`config.mk`:
```
export PLATFORM = sky130hd
export DESIGN_NAME = dcc_config
export DESIGN_NICKNAME = d
export VERILOG_FILES = /design/src/dcc_pkg.sv /design/src/dcc_clk_if.sv /design/src/dcc_config.sv /design/src/dcc_clkgen.sv
export VERILOG_INCLUDE_DIRS = /design/src
export SDC_FILE = /design/constraint.sdc
export NUM_CORES = 1
export LEC_CHECK = 0
export BUFFER_PORTS_ARGS = -buffer_cell sky130_fd_sc_hd__buf_4
export CAP_MARGIN = 5
export CORE_ASPECT_RATIO = 1.75
export CORE_MARGIN = 2
export CORE_UTILIZATION = 45
export DETAILED_ROUTE_END_ITERATION = 12
export PLACE_DENSITY = 0.72
export SYNTH_ARGS = -nofsm -noshare
export SYNTH_HDL_FRONTEND = slang
export SYNTH_SLANG_ARGS = --single-unit
```
`constraint.sdc`:
```
create_clock -name clk -period 1.8 [get_ports clk]
set_input_delay 0.36 -clock clk [delete_from_list [all_inputs] [get_ports clk]]
set_output_delay 0.36 -clock clk [all_outputs]
set_load 0.1 [all_outputs]
```
`src/dcc_regs.svh`:
```
`ifndef DCC_REGS_SVH
`define DCC_REGS_SVH

// Register pages and addresses
`define DCC_CFG_PAGE 4'h0
`define DCC_CFG_ADDR 8'h96
`define DCC_MODE_PAGE 4'hf
`define DCC_MODE_ADDR 8'h94

// Reset values
`define DCC_CFG_RST 8'h00
`define DCC_BYP_RST 2'h0
`define DCC_PAS_RST 1'b0

// Configuration register fields
`define DCC_CFG_LOW_POWER 7
`define DCC_CFG_DIV_HI 6
`define DCC_CFG_DIV_LO 5
`define DCC_CFG_POL 4
`define DCC_CFG_INV 3
`define DCC_CFG_ILIM 2
`define DCC_CFG_SLP 1
`define DCC_CFG_SEL 0

// Mode register fields
`define DCC_MODE_UNUSED_HI 7
`define DCC_MODE_UNUSED_LO 4
`define DCC_MODE_FLG 3
`define DCC_MODE_BYP_HI 2
`define DCC_MODE_BYP_LO 1
`define DCC_MODE_PAS 0

`endif

```
`src/dcc_pkg.sv`:
```
package dcc_pkg;

	// Bypass select codes
	typedef enum logic [1:0] {
		DCC_BYP_OFF = 2'h0,
		DCC_BYP_AUTO_RUN = 2'h1,
		DCC_BYP_AUTO_STOP = 2'h2,
		DCC_BYP_FORCE = 2'h3
	} dcc_byp_t;

	// Clock generator state
	typedef struct packed {
		logic [2:0] cnt;
		logic [1:0] div;
		logic sel;
		logic inv;
		logic tick;
		logic on_fall;
	} dcc_gen_st_t;

	// Register bank state
	typedef struct packed {
		logic [7:0] cfg;
		dcc_byp_t byp;
		logic pas;
		logic [7:0] rdata;
		logic rail_batt;
		logic rail_float;
		logic byp_auto;
		logic byp_force;
		logic osc_stop;
		logic adc_ph;
		logic adc_clk;
		logic track;
	} dcc_top_st_t;

endpackage

```
`src/dcc_clk_if.sv`:
```
`timescale 1ns/1ps
interface dcc_clk_if;
	logic src_sel;
	logic [1:0] div_sel;
	logic clk_inv;
	logic tick;
	logic on_fall;

	modport ctl (
		output src_sel,
		output div_sel,
		output clk_inv,
		input tick,
		input on_fall
	);

	modport gen (
		input src_sel,
		input div_sel,
		input clk_inv,
		output tick,
		output on_fall
	);
endinterface

```
`src/dcc_config.sv`:
```
`timescale 1ns/1ps
`include "dcc_regs.svh"
module dcc_config (
	// Clock and reset
	input wire logic clk,
	input wire logic rstn,
	// Special function register bus
	input wire logic [3:0] sfr_page,
	input wire logic [7:0] sfr_addr,
	input wire logic sfr_wr,
	input wire logic sfr_rd,
	input wire logic [7:0] sfr_wdata,
	output logic [7:0] sfr_rdata,
	// Converter status and control inputs
	input wire logic conv_sync_enable,
	input wire logic conv_enable,
	input wire logic sleep_mode,
	input wire logic local_osc_tick,
	input wire logic bypass_active,
	// Converter mode outputs
	output logic low_power_enable,
	output logic peak_current_threshold,
	output logic rail_to_battery,
	output logic rail_floating,
	output logic bypass_auto,
	output logic bypass_force,
	output logic conv_osc_stop,
	output logic passive_diode_enable,
	// Converter clock outputs
	output logic conv_clk_tick,
	output logic conv_clk_on_fall,
	// Sampling clock outputs
	output logic adc_sample_clk,
	output logic adc_track_enable
);

	dcc_pkg::dcc_top_st_t st_r;
	dcc_pkg::dcc_top_st_t st_nxt;
	logic cfg_wr;
	logic mode_wr;
	logic cfg_rd;
	logic mode_rd;

	dcc_clk_if cif ();

	////////////////////////////////////////////////////////////////////////////
	// Register decode
	function automatic logic dcc_hit(input logic [3:0] pg, input logic [7:0] ad,
		input logic [3:0] want_pg, input logic [7:0] want_ad);
		dcc_hit = (pg == want_pg) && (ad == want_ad);
	endfunction

	assign cfg_wr = sfr_wr && dcc_hit(sfr_page, sfr_addr, `DCC_CFG_PAGE, `DCC_CFG_ADDR);
	assign mode_wr = sfr_wr && dcc_hit(sfr_page, sfr_addr, `DCC_MODE_PAGE, `DCC_MODE_ADDR);
	assign cfg_rd = sfr_rd && dcc_hit(sfr_page, sfr_addr, `DCC_CFG_PAGE, `DCC_CFG_ADDR);
	assign mode_rd = sfr_rd && dcc_hit(sfr_page, sfr_addr, `DCC_MODE_PAGE, `DCC_MODE_ADDR);

	////////////////////////////////////////////////////////////////////////////
	// Next state
	always_comb begin
		st_nxt = st_r;
		// Register writes
		if (cfg_wr) begin
			st_nxt.cfg = sfr_wdata;
		end
		if (mode_wr) begin
			st_nxt.byp = dcc_pkg::dcc_byp_t'(sfr_wdata[`DCC_MODE_BYP_HI:`DCC_MODE_BYP_LO]);
			st_nxt.pas = sfr_wdata[`DCC_MODE_PAS];
		end
		// Register reads, unmapped reads as zero
		st_nxt.rdata = 8'h00;
		if (cfg_rd) begin
			st_nxt.rdata = st_r.cfg;
		end else if (mode_rd) begin
			st_nxt.rdata[`DCC_MODE_UNUSED_HI:`DCC_MODE_UNUSED_LO] = 4'h0;
			st_nxt.rdata[`DCC_MODE_FLG] = bypass_active;
			st_nxt.rdata[`DCC_MODE_BYP_HI:`DCC_MODE_BYP_LO] = st_r.byp;
			st_nxt.rdata[`DCC_MODE_PAS] = st_r.pas;
		end
		// Sleep rail connection
		st_nxt.rail_batt = sleep_mode && conv_enable && !st_r.cfg[`DCC_CFG_SLP];
		st_nxt.rail_float = sleep_mode && conv_enable && st_r.cfg[`DCC_CFG_SLP];
		// Bypass decode
		st_nxt.byp_auto = (st_r.byp == dcc_pkg::DCC_BYP_AUTO_RUN)
			|| (st_r.byp == dcc_pkg::DCC_BYP_AUTO_STOP);
		st_nxt.byp_force = (st_r.byp == dcc_pkg::DCC_BYP_FORCE);
		st_nxt.osc_stop = (st_r.byp == dcc_pkg::DCC_BYP_AUTO_STOP) && bypass_active;
		// Sampling clock from converter cycle
		st_nxt.adc_ph = cif.tick ? !st_r.adc_ph : st_r.adc_ph;
		st_nxt.adc_clk = st_nxt.adc_ph
			^ (conv_sync_enable && !st_r.cfg[`DCC_CFG_POL]);
		// Tracking in the quiet half of the cycle
		st_nxt.track = conv_sync_enable && st_nxt.adc_ph;
	end

	always_ff @(posedge clk) begin
		if (!rstn) begin
			st_r.cfg <= `DCC_CFG_RST;
			st_r.byp <= dcc_pkg::dcc_byp_t'(`DCC_BYP_RST);
			st_r.pas <= `DCC_PAS_RST;
			st_r.rdata <= 8'h00;
			st_r.rail_batt <= 1'b0;
			st_r.rail_float <= 1'b0;
			st_r.byp_auto <= 1'b0;
			st_r.byp_force <= 1'b0;
			st_r.osc_stop <= 1'b0;
			st_r.adc_ph <= 1'b0;
			st_r.adc_clk <= 1'b0;
			st_r.track <= 1'b0;
		end else begin
			st_r <= st_nxt;
		end
	end

	////////////////////////////////////////////////////////////////////////////
	// Converter clock generator
	assign cif.src_sel = st_r.cfg[`DCC_CFG_SEL];
	assign cif.div_sel = st_r.cfg[`DCC_CFG_DIV_HI:`DCC_CFG_DIV_LO];
	assign cif.clk_inv = st_r.cfg[`DCC_CFG_INV];

	dcc_clkgen u_clkgen (
		.clk(clk),
		.rstn(rstn),
		.local_osc_tick(local_osc_tick),
		.ifc(cif.gen)
	);

	////////////////////////////////////////////////////////////////////////////
	// Outputs
	assign sfr_rdata = st_r.rdata;
	assign low_power_enable = st_r.cfg[`DCC_CFG_LOW_POWER];
	assign peak_current_threshold = st_r.cfg[`DCC_CFG_ILIM];
	assign rail_to_battery = st_r.rail_batt;
	assign rail_floating = st_r.rail_float;
	assign bypass_auto = st_r.byp_auto;
	assign bypass_force = st_r.byp_force;
	assign conv_osc_stop = st_r.osc_stop;
	assign passive_diode_enable = st_r.pas;
	assign conv_clk_tick = cif.tick;
	assign conv_clk_on_fall = cif.on_fall;
	assign adc_sample_clk = st_r.adc_clk;
	assign adc_track_enable = st_r.track;

	////////////////////////////////////////////////////////////////////////////
	// Checks
	AST_LOW_POWER_WRITE: assert property (@(posedge clk) disable iff (!rstn)
		cfg_wr |=> (low_power_enable == $past(sfr_wdata[`DCC_CFG_LOW_POWER])))
		else $error("Low power bit not written");
	AST_ILIM_HOLD: assert property (@(posedge clk) disable iff (!rstn)
		!cfg_wr |=> $stable(peak_current_threshold))
		else $error("Current threshold changed without write");
	AST_SLEEP_RAIL: assert property (@(posedge clk) disable iff (!rstn)
		(sleep_mode && conv_enable) |=>
		(rail_to_battery == !$past(st_r.cfg[1])) && (rail_floating == $past(st_r.cfg[1])))
		else $error("Sleep rail connection wrong");
	AST_MODE_UNUSED: assert property (@(posedge clk) disable iff (!rstn)
		mode_rd |=> (sfr_rdata[7:4] == 4'h0))
		else $error("Unused mode bits not zero");
	AST_BYP_FLAG: assert property (@(posedge clk) disable iff (!rstn)
		mode_rd |=> (sfr_rdata[3] == $past(bypass_active)))
		else $error("Bypass indicator wrong");
	AST_BYP_FORCE: assert property (@(posedge clk) disable iff (!rstn)
		(mode_wr && sfr_wdata[2:1] == 2'h3) |=> ##1 (bypass_force && !bypass_auto))
		else $error("Forced bypass not applied");
	AST_PASSIVE_DIODE: assert property (@(posedge clk) disable iff (!rstn)
		mode_wr |=> (passive_diode_enable == $past(sfr_wdata[0])))
		else $error("Passive diode bit not written");
	AST_ADC_POL: assert property (@(posedge clk) disable iff (!rstn)
		1'b1 |=> (adc_sample_clk == (st_r.adc_ph
		^ ($past(conv_sync_enable) && !$past(st_r.cfg[`DCC_CFG_POL])))))
		else $error("Sampling clock polarity wrong");
	AST_TRACK_SYNC: assert property (@(posedge clk) disable iff (!rstn)
		adc_track_enable |-> $past(conv_sync_enable))
		else $error("Tracking without sync");
	AST_CFG_READ: assert property (@(posedge clk) disable iff (!rstn)
		cfg_rd |=> (sfr_rdata == $past(st_r.cfg)))
		else $error("Configuration read data wrong");
	AST_MODE_FIELDS: assert property (@(posedge clk) disable iff (!rstn)
		mode_rd |=> ((sfr_rdata[`DCC_MODE_BYP_HI:`DCC_MODE_BYP_LO] == $past(st_r.byp))
		&& (sfr_rdata[`DCC_MODE_PAS] == $past(st_r.pas))))
		else $error("Mode read fields wrong");
	AST_BYP_AUTO: assert property (@(posedge clk) disable iff (!rstn)
		bypass_auto == (($past(st_r.byp) == dcc_pkg::DCC_BYP_AUTO_RUN)
		|| ($past(st_r.byp) == dcc_pkg::DCC_BYP_AUTO_STOP)))
		else $error("Automatic bypass decode wrong");
	AST_OSC_STOP: assert property (@(posedge clk) disable iff (!rstn)
		conv_osc_stop == (($past(st_r.byp) == dcc_pkg::DCC_BYP_AUTO_STOP) && $past(bypass_active)))
		else $error("Oscillator stop decode wrong");
	AST_RAIL_AWAKE: assert property (@(posedge clk) disable iff (!rstn)
		!(sleep_mode && conv_enable) |=> (!rail_to_battery && !rail_floating))
		else $error("Sleep rail driven while awake");
	AST_SYNC_OFF: assert property (@(posedge clk) disable iff (!rstn)
		!conv_sync_enable |=> ((adc_sample_clk == st_r.adc_ph) && !adc_track_enable))
		else $error("Polarity applied without sync");
	AST_TRACK_PHASE: assert property (@(posedge clk) disable iff (!rstn)
		conv_sync_enable |=> (adc_track_enable == st_r.adc_ph))
		else $error("Tracking not in quiet half");
	AST_PHASE_TICK: assert property (@(posedge clk) disable iff (!rstn)
		cif.tick |=> (st_r.adc_ph != $past(st_r.adc_ph)))
		else $error("Sampling phase missed a converter tick");
	AST_PHASE_HOLD: assert property (@(posedge clk) disable iff (!rstn)
		!cif.tick |=> $stable(st_r.adc_ph))
		else $error("Sampling phase moved without tick");

	COV_CFG_WRITE: cover property (@(posedge clk) disable iff (!rstn)
		cfg_wr ##1 cfg_rd);
	COV_FORCE: cover property (@(posedge clk) disable iff (!rstn)
		bypass_force);
	COV_OSC_STOP: cover property (@(posedge clk) disable iff (!rstn)
		conv_osc_stop);
	COV_TRACK: cover property (@(posedge clk) disable iff (!rstn)
		adc_track_enable ##1 !adc_track_enable);

endmodule

```
`src/dcc_clkgen.sv`:
```
`timescale 1ns/1ps
module dcc_clkgen (
	// Clock and reset
	input wire logic clk,
	input wire logic rstn,
	// Local oscillator edge
	input wire logic local_osc_tick,
	// Settings in, converter clock out
	dcc_clk_if.gen ifc
);

	dcc_pkg::dcc_gen_st_t st_r;
	dcc_pkg::dcc_gen_st_t st_nxt;
	logic boundary;

	always_comb begin
		st_nxt = st_r;
		st_nxt.tick = 1'b0;
		// Divider ignored on local oscillator
		boundary = st_r.sel ? (st_r.cnt == 3'((3'h1 << st_r.div) - 3'h1)) : local_osc_tick;
		if (st_r.sel) begin
			st_nxt.cnt = 3'(st_r.cnt + 3'h1);
		end
		// Settings taken only at a period boundary
		if (boundary) begin
			st_nxt.tick = 1'b1;
			st_nxt.cnt = 3'h0;
			st_nxt.sel = ifc.src_sel;
			st_nxt.div = ifc.div_sel;
			st_nxt.inv = ifc.clk_inv;
			st_nxt.on_fall = ifc.clk_inv && ifc.src_sel;
		end
	end

	always_ff @(posedge clk) begin
		if (!rstn) begin
			st_r <= '0;
		end else begin
			st_r <= st_nxt;
		end
	end

	assign ifc.tick = st_r.tick;
	assign ifc.on_fall = st_r.on_fall;

	////////////////////////////////////////////////////////////////////////////
	AST_DIV8: assert property (@(posedge clk) disable iff (!rstn)
		(st_r.tick && st_r.sel && st_r.div == 2'h3) |-> ##1 !st_r.tick [*7] ##1 st_r.tick)
		else $error("Divide by 8 period wrong");
	AST_LOCAL_SRC: assert property (@(posedge clk) disable iff (!rstn)
		!st_r.sel |=> (st_r.tick == $past(local_osc_tick)))
		else $error("Local oscillator edge not followed");
	AST_NO_RUNT: assert property (@(posedge clk) disable iff (!rstn)
		($changed(st_r.div) || $changed(st_r.sel) || $changed(st_r.inv)) |-> st_r.tick)
		else $error("Clock setting changed mid period");

endmodule

```
# Yosys cells after proc, flatten, opt, wreduce, memory -nomap -nowiden
# Index checks and enable logic that the tools add are counted.
# word_totals
elab_cells	53
in_bits	29
output_inout_bits	20
register_bits	35
# classes
add_sub_neg	2
n_eq_ne	7
mux	5
bitwise	2
n_reduce_logical	19
n_shift	1
# op_table
operator	n
8-bit equality test, second input constant	2
1-bit logical AND	13
8-bit 2-to-1 mux	1
2-bit equality test, second input constant	2
4-bit equality test, second input constant	1
4-bit logical NOT	1
4-bit 2-to-1 mux	1
3-bit by 1-bit adder with 3-bit output, second input constant	1
3-bit equality test	1
1-bit logical NOT	3
1-bit by 2-bit << shifter with 3-bit output, first input constant	1
3-bit by 1-bit subtractor with 3-bit output, second input constant	1
2-bit by 1-bit equality test with 1-bit output, second input constant	1
1-bit 2-to-1 mux	2
2-bit 2-to-1 mux	1
2-bit OR reduction	1
1-bit logical OR	1
1-bit inverter	1
1-bit XOR	1

# Longest topological paths before layout
# Gate-level depths: netlist of the first run.
# depth
depth_word	5
mapped_depth	5

# By module
# From an unflattened synthesis of the first run, not the netlist that was laid out.
# unflattened
cells_unflattened	155
hier_area_um2	1498.9
# modules_own_cells
mod	cells_each	area_each_um2	n_inst
dcc_config	111	1103.6	1
dcc_clkgen	44	395.4	1

# Least setup slack after synthesis of the first run
# Ideal clock, no wire load.
# synth_path
path_kind	input to register
start	input sfr_page[2]
end	register st_r, in the netlist sfr_rdata[2]
n_path_buf	1
arrival_ns	1.497
path_stages	5
path_slack_ns	0.241
cell_sequence	nand2b_1 > or4_1 > clkbuf_1 > nor2_1 > a22o_2
# synth_between
elab_chain_len	5
# synth_lines
element	line_no	text
start, declared	dcc_config.sv:8	input wire logic [3:0] sfr_page,
4-bit equality test	dcc_config.sv:50	dcc_hit = (pg == want_pg) && (ad == want_ad);
1-bit logical AND	dcc_config.sv:50	
1-bit logical AND	dcc_config.sv:56	assign mode_rd = sfr_rd && dcc_hit(sfr_page, sfr_addr, `DCC_MODE_PAGE, `DCC_MODE_ADDR);
4-bit 2-to-1 mux	dcc_config.sv:74	end else if (mode_rd) begin
8-bit 2-to-1 mux *	dcc_config.sv:72	if (cfg_rd) begin
end signal, assigned	dcc_config.sv:111	st_r <= st_nxt;
end, declared	dcc_config.sv:37	dcc_pkg::dcc_top_st_t st_r;
# Mark *: on every way between the ends. The rest lies on a longest branch, timed or not.
# A chain may end at the register's enable or synchronous reset.

# Worst setup path after layout of the first run
# layout_path
start	register u_clkgen.st_r[6] (netlist bit)
end	register u_clkgen.st_r[8] (netlist bit)
# layout_between
elab_chain_len	3
# layout_lines
element	line_no	text
start, declared	dcc_clkgen.sv:12	dcc_pkg::dcc_gen_st_t st_r;
start signal, assigned	dcc_clkgen.sv:39	st_r <= st_nxt;
3-bit equality test	dcc_clkgen.sv:20	boundary = st_r.sel ? (st_r.cnt == 3'((3'h1 << st_r.div) - 3'h1)) : local_osc_tick;
1-bit 2-to-1 mux	dcc_clkgen.sv:20	
2-bit OR reduction (no source line)	-	
# Several ways; a longest one is shown, not always the timed one.

==> flow_summary.rst, run 1 <==
.. list-table::
   :header-rows: 1

   * - Metric
     - Value
   * - Routed wire length
     - 3223 um
   * - Stage delay of the slowest cell on the critical path
     - 0.54 ns
   * - Flop-to-flop setup slack
     - 0.18 ns
   * - Starting density of the core
     - 46.26%
   * - Antenna diodes
     - 0
   * - Fill cell total of the finished layout
     - 300
   * - Area overhead of the layout relative to synthesis
     - 30.11%
   * - Cts repair resizes
     - 0
   * - Combined area of all synthesized cells
     - 1438 um2
   * - Origin of the critical flop-to-flop path
     - u_clkgen.st_r[6]
   * - Number of nets produced by synthesis
     - 184
   * - Critical Path Fanout Max
     - 7
   * - Share of the synthesized area in the top cell type
     - 48.74%
   * - Worst path bufs/invs
     - 0
   * - DRC violation count after routing
     - 0
   * - Number of antenna violations at the first check in global routing
     - 0
   * - Power per cell area
     - 795.4 nW/um2
   * - Final total negative setup slack
     - 0 ns
   * - Height of the die
     - 78.77 um
   * - Result of the run
     - completed
   * - Peak Freq
     - 617.3 MHz
   * - Cell total after placement
     - 231
   * - Cells after synthesis
     - 152
   * - Worst hold path type
     - in -> reg
   * - Warning count from the yosys run
     - 0
   * - Vias in the first global route
     - 1185
   * - Final Cycle Share
     - 89.99%
   * - Number of routed nets with antenna violations
     - 0
   * - Worst hold path cell count
     - 2
   * - Max Transition Viols Final
     - 0
   * - Routability cong.
     - 0.8441
   * - First-pass GRT wire length
     - 5306 um
   * - Average footprint of a synthesized cell
     - 9.458 um2
   * - Post-CTS Setup Repair Bufs
     - 0
   * - Crit path kind
     - reg -> reg
   * - Via/cell ratio
     - 5.223
   * - Total congestion overflow after global routing
     - 0
   * - Overall die area
     - 3681 um2
   * - Largest voltage drop on the vdd net
     - 0.0005093 V
   * - Hold path startpoint
     - bypass_active
   * - Netlist cell types
     - 35
   * - Critical Path AT
     - 1.80 ns
   * - List of cells traversed by the critical path
     - or4b_1 -> a211oi_2 -> nor3_2 -> and3_1
   * - DRC violation total after the first TritonRoute iteration
     - 13
   * - Buffer cell driving the clock tree root
     - sky130_fd_sc_hd__clkbuf_8
   * - Static leakage power
     - 0.8135 nW
   * - Total track usage
     - 20.62%
   * - Clock tree sinks
     - 35
   * - Crit path capture type
     - register
   * - Worst-margin pin slew
     - 0.5111 ns
   * - Top-count cell post-synth
     - sky130_fd_sc_hd__dfxtp_1
   * - Hold Buf Count CTS
     - 0
   * - Die W
     - 46.73 um
   * - CTS buffer count
     - 5
   * - IO Port Bufs
     - 48
   * - Post-synth ARST share
     - 0%
   * - Maximum number of pins on one net before global-route repair
     - 20
   * - Vias post-DR
     - 1243
   * - Sequential area share after synthesis
     - 48.74%
   * - First-pass DRT Iterations
     - 4
   * - Finish-stage setup viols
     - 0
   * - Leading post-synthesis cells by instance count
     - sky130_fd_sc_hd__dfxtp_1 (35), sky130_fd_sc_hd__nand3_1 (16), sky130_fd_sc_hd__a21oi_1 (11), sky130_fd_sc_hd__o21ai_0 (11), sky130_fd_sc_hd__buf_4 (9)
   * - Clock latency of the later-clocked register in the worst-skew pair
     - 0.28 ns
   * - CTS HTree Levels
     - 2
   * - CTS tree
     - built
   * - Cell types with the largest area share after synthesis
     - sky130_fd_sc_hd__dfxtp_1 (49%), sky130_fd_sc_hd__nand3_1 (5.6%), sky130_fd_sc_hd__buf_4 (4.7%)
   * - Critical-path top delay cell
     - sky130_fd_sc_hd__or4b_1
   * - Setup Skew
     - 0.007158 ns
   * - Req. time, crit path
     - 1.98 ns
   * - Shortest period the worst path allows
     - 1.620 ns
   * - Sum of net half-perimeters after detailed placement
     - 2553 um
   * - Post-synth top flop
     - sky130_fd_sc_hd__dfxtp_1
   * - Worst-case reg-to-reg path depth
     - 4
   * - Flip-flop and latch count after synthesis
     - 35
   * - Final hold viol count
     - 0
   * - Number of flops mapped to enable cells by yosys
     - 0
   * - Startpoint type of the worst setup path
     - register
   * - Number of logic stages on the critical path including buffering
     - 4
   * - Slew margin rel.
     - 65.74%
   * - Clock transition at path regs
     - 0.06 ns
   * - Core area
     - 3108 um2
   * - Unrepaired setup endpoints after global routing
     - false
   * - I/O pin count
     - 49
   * - Number of nets in the layout
     - 227
   * - Non-filler instance count after layout
     - 238
   * - Total power consumption of the routed design
     - 1.488 mW
   * - Hold Path Sink
     - conv_osc_stop
   * - Wire length per cell
     - 13.54 um
   * - Terminus of the critical flop-to-flop path
     - u_clkgen.st_r[8]
   * - Count of maximum capacitance violations
     - 0
   * - Largest area contributor in the netlist
     - sky130_fd_sc_hd__dfxtp_1
   * - Share of final-layout standard cells stronger than drive strength 1
     - 35.90%
   * - Delay-heaviest family, CP
     - simple AND/OR/NAND/NOR gates
   * - Row count
     - 27
   * - Deepest clock path buffer count
     - 2
worst reg2reg max path, delay by kind of cell (launching register included):
kind,cells,cell delay (ns)
AND/OR/NAND/NOR,3,0.88
flip-flops,1,0.35
AO/OA/AOI/OAI,1,0.28
registers in the layout, indices dropped and copies added, names as in the netlist, 2 cells and up:
name,count
sfr_rdata,8
u_clkgen.st_r,6
st_r,5
cif.div_sel,2
worst max path at each step:
| stage | startpoint | endpoint | slack (ns) |
|---|---|---|---|
| 3_3_place_gp | sfr_addr[0] | low_power_enable | 0.13 |
| 2_1_floorplan | sfr_page[2] | sfr_rdata[2] | 0.24 |
| 3_5_place_dp | sfr_addr[0] | low_power_enable | 0.09 |
| 4_1_cts | u_clkgen.st_r[6] | u_clkgen.st_r[8] | 0.16 |
| 6_report | u_clkgen.st_r[6] | u_clkgen.st_r[8] | 0.18 |
| 5_1_grt | u_clkgen.st_r[7] | u_clkgen.st_r[4] | 0.06 |
layout make-up:
cell class              instances  area (um2)  area share [%]
well taps                      43       53.80           2.876
clock buffers                   6       82.58           4.415
inverters                       3       11.26          0.6020
flip-flops and latches         35       700.7           37.46
multi-input cells              99       634.4           33.91
repair buffers                 51       382.9           20.47
clock inverters                 1       5.005          0.2676
cell usage in the layout, fill, tap and decap left out, drive strengths merged, types with 2 or more instances in the layout:
cell type	n
xnor2	2
nand3	16
nand4	3
ha	3
nor3	2
inv	3
nor2	7
buf	51
o21ai	11
a21oi	11
clkbuf	6
nand2	7
and3	7
a22o	3
dfxtp	35
mux2i	3
and2	6
nor2b	3
xor2	2
where the power goes:
group          switching [mW]  internal [mW]  leakage (nW)  total, mW
combinational          0.0845         0.0597         0.484      0.144
clock                   0.259          0.300        0.0470      0.559
sequential            0.00270          0.782         0.283      0.785
kinds of logic (layout without fill, tap and decap cells):
logic type	count (synthesis)	in the layout	share of synthesized area (%)
AO/OA/AOI/OAI	30	30	13.14
XOR/XNOR	4	4	2.437
adder cells (fa/ha/maj)	3	3	2.611
buffers and inverters	18	61	7.136
flip-flops	35	35	48.74
multiplexers	4	4	2.872
AND/OR/NAND/NOR	58	58	23.07
layer usage:
| metal | global-route usage (%) | part of all wire (%) | vias to the layer above |
|---|---|---|---|
| met5 | 0 | 0 | - |
| met4 | 15.56 | 4.9 | 0 |
| met3 | 5.455 | 5.2 | 16 |
| met2 | 34.72 | 56 | 52 |
| met1 | 19.86 | 33 | 563 |
| li1 | - | - | 612 |
through the flow:
stage	instance area [um2]	util, %	hold slack [ns]	worst slack [ns]
finish	1871	60.19	0.3279	0.1801
global route	1871	60.19	0.3243	0.05840
CTS	1871	60.19	0.3149	0.1644
detailed placement	1783	57.37	0.4588	0.09484
global placement	1783	57.37	0.4525	0.1254
floorplan	1438	-	0.4225	0.2414
(Power assumes the default switching activity.)
==> inputs of run 2 (changes only) <==
--- a/config.mk
+++ b/config.mk
@@ -6,13 +6,13 @@
 export SDC_FILE = /design/constraint.sdc
 export NUM_CORES = 1
 export LEC_CHECK = 0
-export BUFFER_PORTS_ARGS = -buffer_cell sky130_fd_sc_hd__buf_4
 export CAP_MARGIN = 5
 export CORE_ASPECT_RATIO = 1.75
 export CORE_MARGIN = 2
 export CORE_UTILIZATION = 45
 export DETAILED_ROUTE_END_ITERATION = 12
-export PLACE_DENSITY = 0.72
+export DONT_BUFFER_PORTS = 1
+export PLACE_DENSITY_LB_ADDON = 0.2
 export SYNTH_ARGS = -nofsm -noshare
 export SYNTH_HDL_FRONTEND = slang
 export SYNTH_SLANG_ARGS = --single-unit
==> run 2 against run 1 <==
Net effect: sequential power about the same; global-route usage down 2.0 points; combinational power is 40% lower; worst setup slack worse by 0.0048 ns; clock-buffer cell count grew 1; critical endpoint is now u_clkgen.st_r[7].
==> flow_summary.rst, run 2 (same netlist as run 1, synthesis figures left out) <==
.. list-table::
   :header-rows: 1

   * - Metric
     - Value
   * - Slew margin rel.
     - 65.51% (was 65.74%)
   * - I/O pin count
     - 49 (unchanged)
   * - CTS buffer count
     - 5 (unchanged)
   * - Launching element of the worst setup path
     - u_clkgen.st_r[5] (was u_clkgen.st_r[6])
   * - Post-CTS Setup Repair Bufs
     - 0 (unchanged)
   * - Stage delay of the slowest cell on the critical path
     - 0.55 ns (was 0.54 ns)
   * - Max reg flops
     - 8 (unchanged)
   * - Via/cell ratio
     - 5.441 (was 5.223)
   * - Origin of the critical flop-to-flop path
     - u_clkgen.st_r[5] (was u_clkgen.st_r[6])
   * - Max Transition Viols Final
     - 0 (unchanged)
   * - Wire length per cell
     - 14.31 um (was 13.54 um)
   * - Die W
     - 46.73 um (unchanged)
   * - Clock transition at path regs
     - 0.06 ns (about the same)
   * - Final total negative setup slack
     - 0 ns (unchanged)
   * - Setup slack after placement
     - 0.1925 ns (was 0.09484 ns)
   * - Finish-stage setup viols
     - 0 (unchanged)
   * - Fin worst setup slack
     - 0.1753 ns (was 0.1801 ns)
   * - Commonest non-fill, non-tap cell in the layout
     - sky130_fd_sc_hd__dfxtp_1 (was sky130_fd_sc_hd__buf_4)
   * - Cell area after placement
     - 1573 um2 (was 1783 um2)
   * - Flop-to-flop setup slack
     - 0.18 ns (about the same)
   * - Worst hold path type
     - in -> reg (unchanged)
   * - Total track usage
     - 18.60% (was 20.62%)
   * - Number of antenna violations at the first check in global routing
     - 0 (unchanged)
   * - List of cells traversed by the critical path
     - or4b_1 -> a211oi_2 -> nor3_2 -> and3_1 (unchanged)
   * - Clock tree sinks
     - 35 (unchanged)
   * - Largest voltage drop on the vdd net
     - 0.0005155 V (was 0.0005093 V)
   * - Share of final-layout standard cells stronger than drive strength 1
     - 24.40% (was 35.90%)
   * - CTS HTree Levels
     - 2 (unchanged)
   * - Worst path bufs/invs
     - 0 (unchanged)
   * - Maximum number of pins on one net before global-route repair
     - 20 (unchanged)
   * - Hold Buf Count CTS
     - 0 (unchanged)
   * - Height of the die
     - 78.77 um (unchanged)
   * - Crit path kind
     - reg -> reg (unchanged)
   * - DRC violation count after routing
     - 0 (unchanged)
   * - First-pass GRT wire length
     - 4947 um (was 5306 um)
   * - Worst-margin pin slew
     - 0.5146 ns (was 0.5111 ns)
   * - DRC violation total after the first TritonRoute iteration
     - 22 (was 13)
   * - Req. time, crit path
     - 1.98 ns (about the same)
   * - Total congestion overflow after global routing
     - 0 (unchanged)
   * - Antenna diodes
     - 0 (unchanged)
   * - Crit path capture type
     - register (unchanged)
   * - Starting density of the core
     - 46.26% (unchanged)
   * - Delay-heaviest family, CP
     - simple AND/OR/NAND/NOR gates (unchanged)
   * - IO Port Bufs
     - 0 (was 48)
   * - Vias in the first global route
     - 1140 (was 1185)
   * - Critical Path Fanout Max
     - 7 (unchanged)
   * - Static leakage power
     - 0.6741 nW (was 0.8135 nW)
   * - Leading cell types in the layout, fill and taps excluded
     - sky130_fd_sc_hd__dfxtp_1 (35), sky130_fd_sc_hd__buf_4 (23), sky130_fd_sc_hd__nand3_1 (16) (was sky130_fd_sc_hd__buf_4 (51), sky130_fd_sc_hd__dfxtp_1 (35), sky130_fd_sc_hd__nand3_1 (16))
   * - Number of nets in the layout
     - 199 (was 227)
   * - Terminus of the critical flop-to-flop path
     - u_clkgen.st_r[7] (was u_clkgen.st_r[8])
   * - Count of maximum capacitance violations
     - 0 (unchanged)
   * - Clock latency of the later-clocked register in the worst-skew pair
     - 0.28 ns (about the same)
   * - Shortest period the worst path allows
     - 1.625 ns (was 1.620 ns)
   * - Area overhead of the layout relative to synthesis
     - 15.06% (was 30.11%)
   * - Number of routed nets with antenna violations
     - 0 (unchanged)
   * - Final Cycle Share
     - 90.26% (was 89.99%)
   * - Row count
     - 27 (unchanged)
   * - Critical-path top delay cell
     - sky130_fd_sc_hd__or4b_1 (unchanged)
   * - Deepest clock path buffer count
     - 2 (unchanged)
   * - First-pass DRT Iterations
     - 4 (unchanged)
   * - CTS tree
     - built (unchanged)
   * - Critical Path AT
     - 1.80 ns (about the same)
   * - Overall die area
     - 3681 um2 (unchanged)
   * - Buffer cell driving the clock tree root
     - sky130_fd_sc_hd__clkbuf_8 (unchanged)
   * - Sum of net half-perimeters after detailed placement
     - 2380 um (was 2553 um)
   * - Setup Skew
     - 0.001487 ns (was 0.007158 ns)
   * - Vias post-DR
     - 1148 (was 1243)
   * - Startpoint type of the worst setup path
     - register (unchanged)
   * - Core area
     - 3108 um2 (unchanged)
   * - Number of logic stages on the critical path including buffering
     - 4 (unchanged)
   * - Routed wire length
     - 3019 um (was 3223 um)
   * - Peak Freq
     - 615.5 MHz (was 617.3 MHz)
   * - Routability cong.
     - 0.7321 (was 0.8441)
   * - Power per cell area
     - 848.2 nW/um2 (was 795.4 nW/um2)
   * - Endpoint of the worst setup timing path
     - u_clkgen.st_r[7] (was u_clkgen.st_r[8])
   * - Fin area
     - 1654 um2 (was 1871 um2)
   * - Final hold viol count
     - 0 (unchanged)
   * - Worst-case reg-to-reg path depth
     - 4 (unchanged)
   * - Result of the run
     - completed (unchanged)
   * - Unrepaired setup endpoints after global routing
     - false (unchanged)
   * - Cts repair resizes
     - 0 (unchanged)
run 2: metal layers:
metal | wire length (um) | part of all wire [%] | up-vias | global-route usage (%)
li1 | - | - | 559 | -
met1 | 1061 | 35 | 542 | 17.29
met2 | 1705 | 56 | 39 | 33.75
met3 | 178 | 5.9 | 8 | 5.909
met4 | 73 | 2.4 | 0 | 9.167
met5 | 0 | 0 | - | 0
run 2: final cells by class:
class	count	area [um2]
flip-flops and latches	35	700.7
clock inverters	1	5.005
repair buffers	23	172.7
inverters	3	11.26
well taps	43	53.80
clock buffers	7	76.32
fillers	318	1454
multi-input cells	99	634.4
run 2: worst min path at each step:
stage | end | slack, ns | start | cells past startpoint
finish | st_r[2] | 0.20 | rstn | 1
global placement | rail_to_battery | 0.45 | st_r[20] | 1
detailed placement | rail_to_battery | 0.46 | st_r[20] | 1
CTS | st_r[2] | 0.18 | rstn | 1
floorplan | rail_to_battery | 0.42 | st_r[20] | 1
global route | st_r[2] | 0.19 | rstn | 1
run 2: per-stage QoR:
step	hold WS, ns	power [mW]	std cells	utilization (%)
floorplan	0.4225	0.8791	152	-
CTS	0.1829	1.426	211	53.22
detailed placement	0.4595	0.8898	203	50.60
global route	0.1929	1.466	211	53.22
global placement	0.4540	0.8887	203	50.60
finish	0.1973	1.403	211	53.22
run 2: where the power goes:
group / internal, mW / switching [mW]
clock network: 0.271 / 0.260
registers: 0.782 / 0.00279
logic: 0.0218 / 0.0649
total: 1.08 / 0.328
run 2: worst reg2reg max path: stages, from the launching register on:
cell	delay, ns
sky130_fd_sc_hd__dfxtp_1	0.35
sky130_fd_sc_hd__or4b_1	0.55
sky130_fd_sc_hd__a211oi_2	0.29
sky130_fd_sc_hd__nor3_2	0.16
sky130_fd_sc_hd__and3_1	0.19
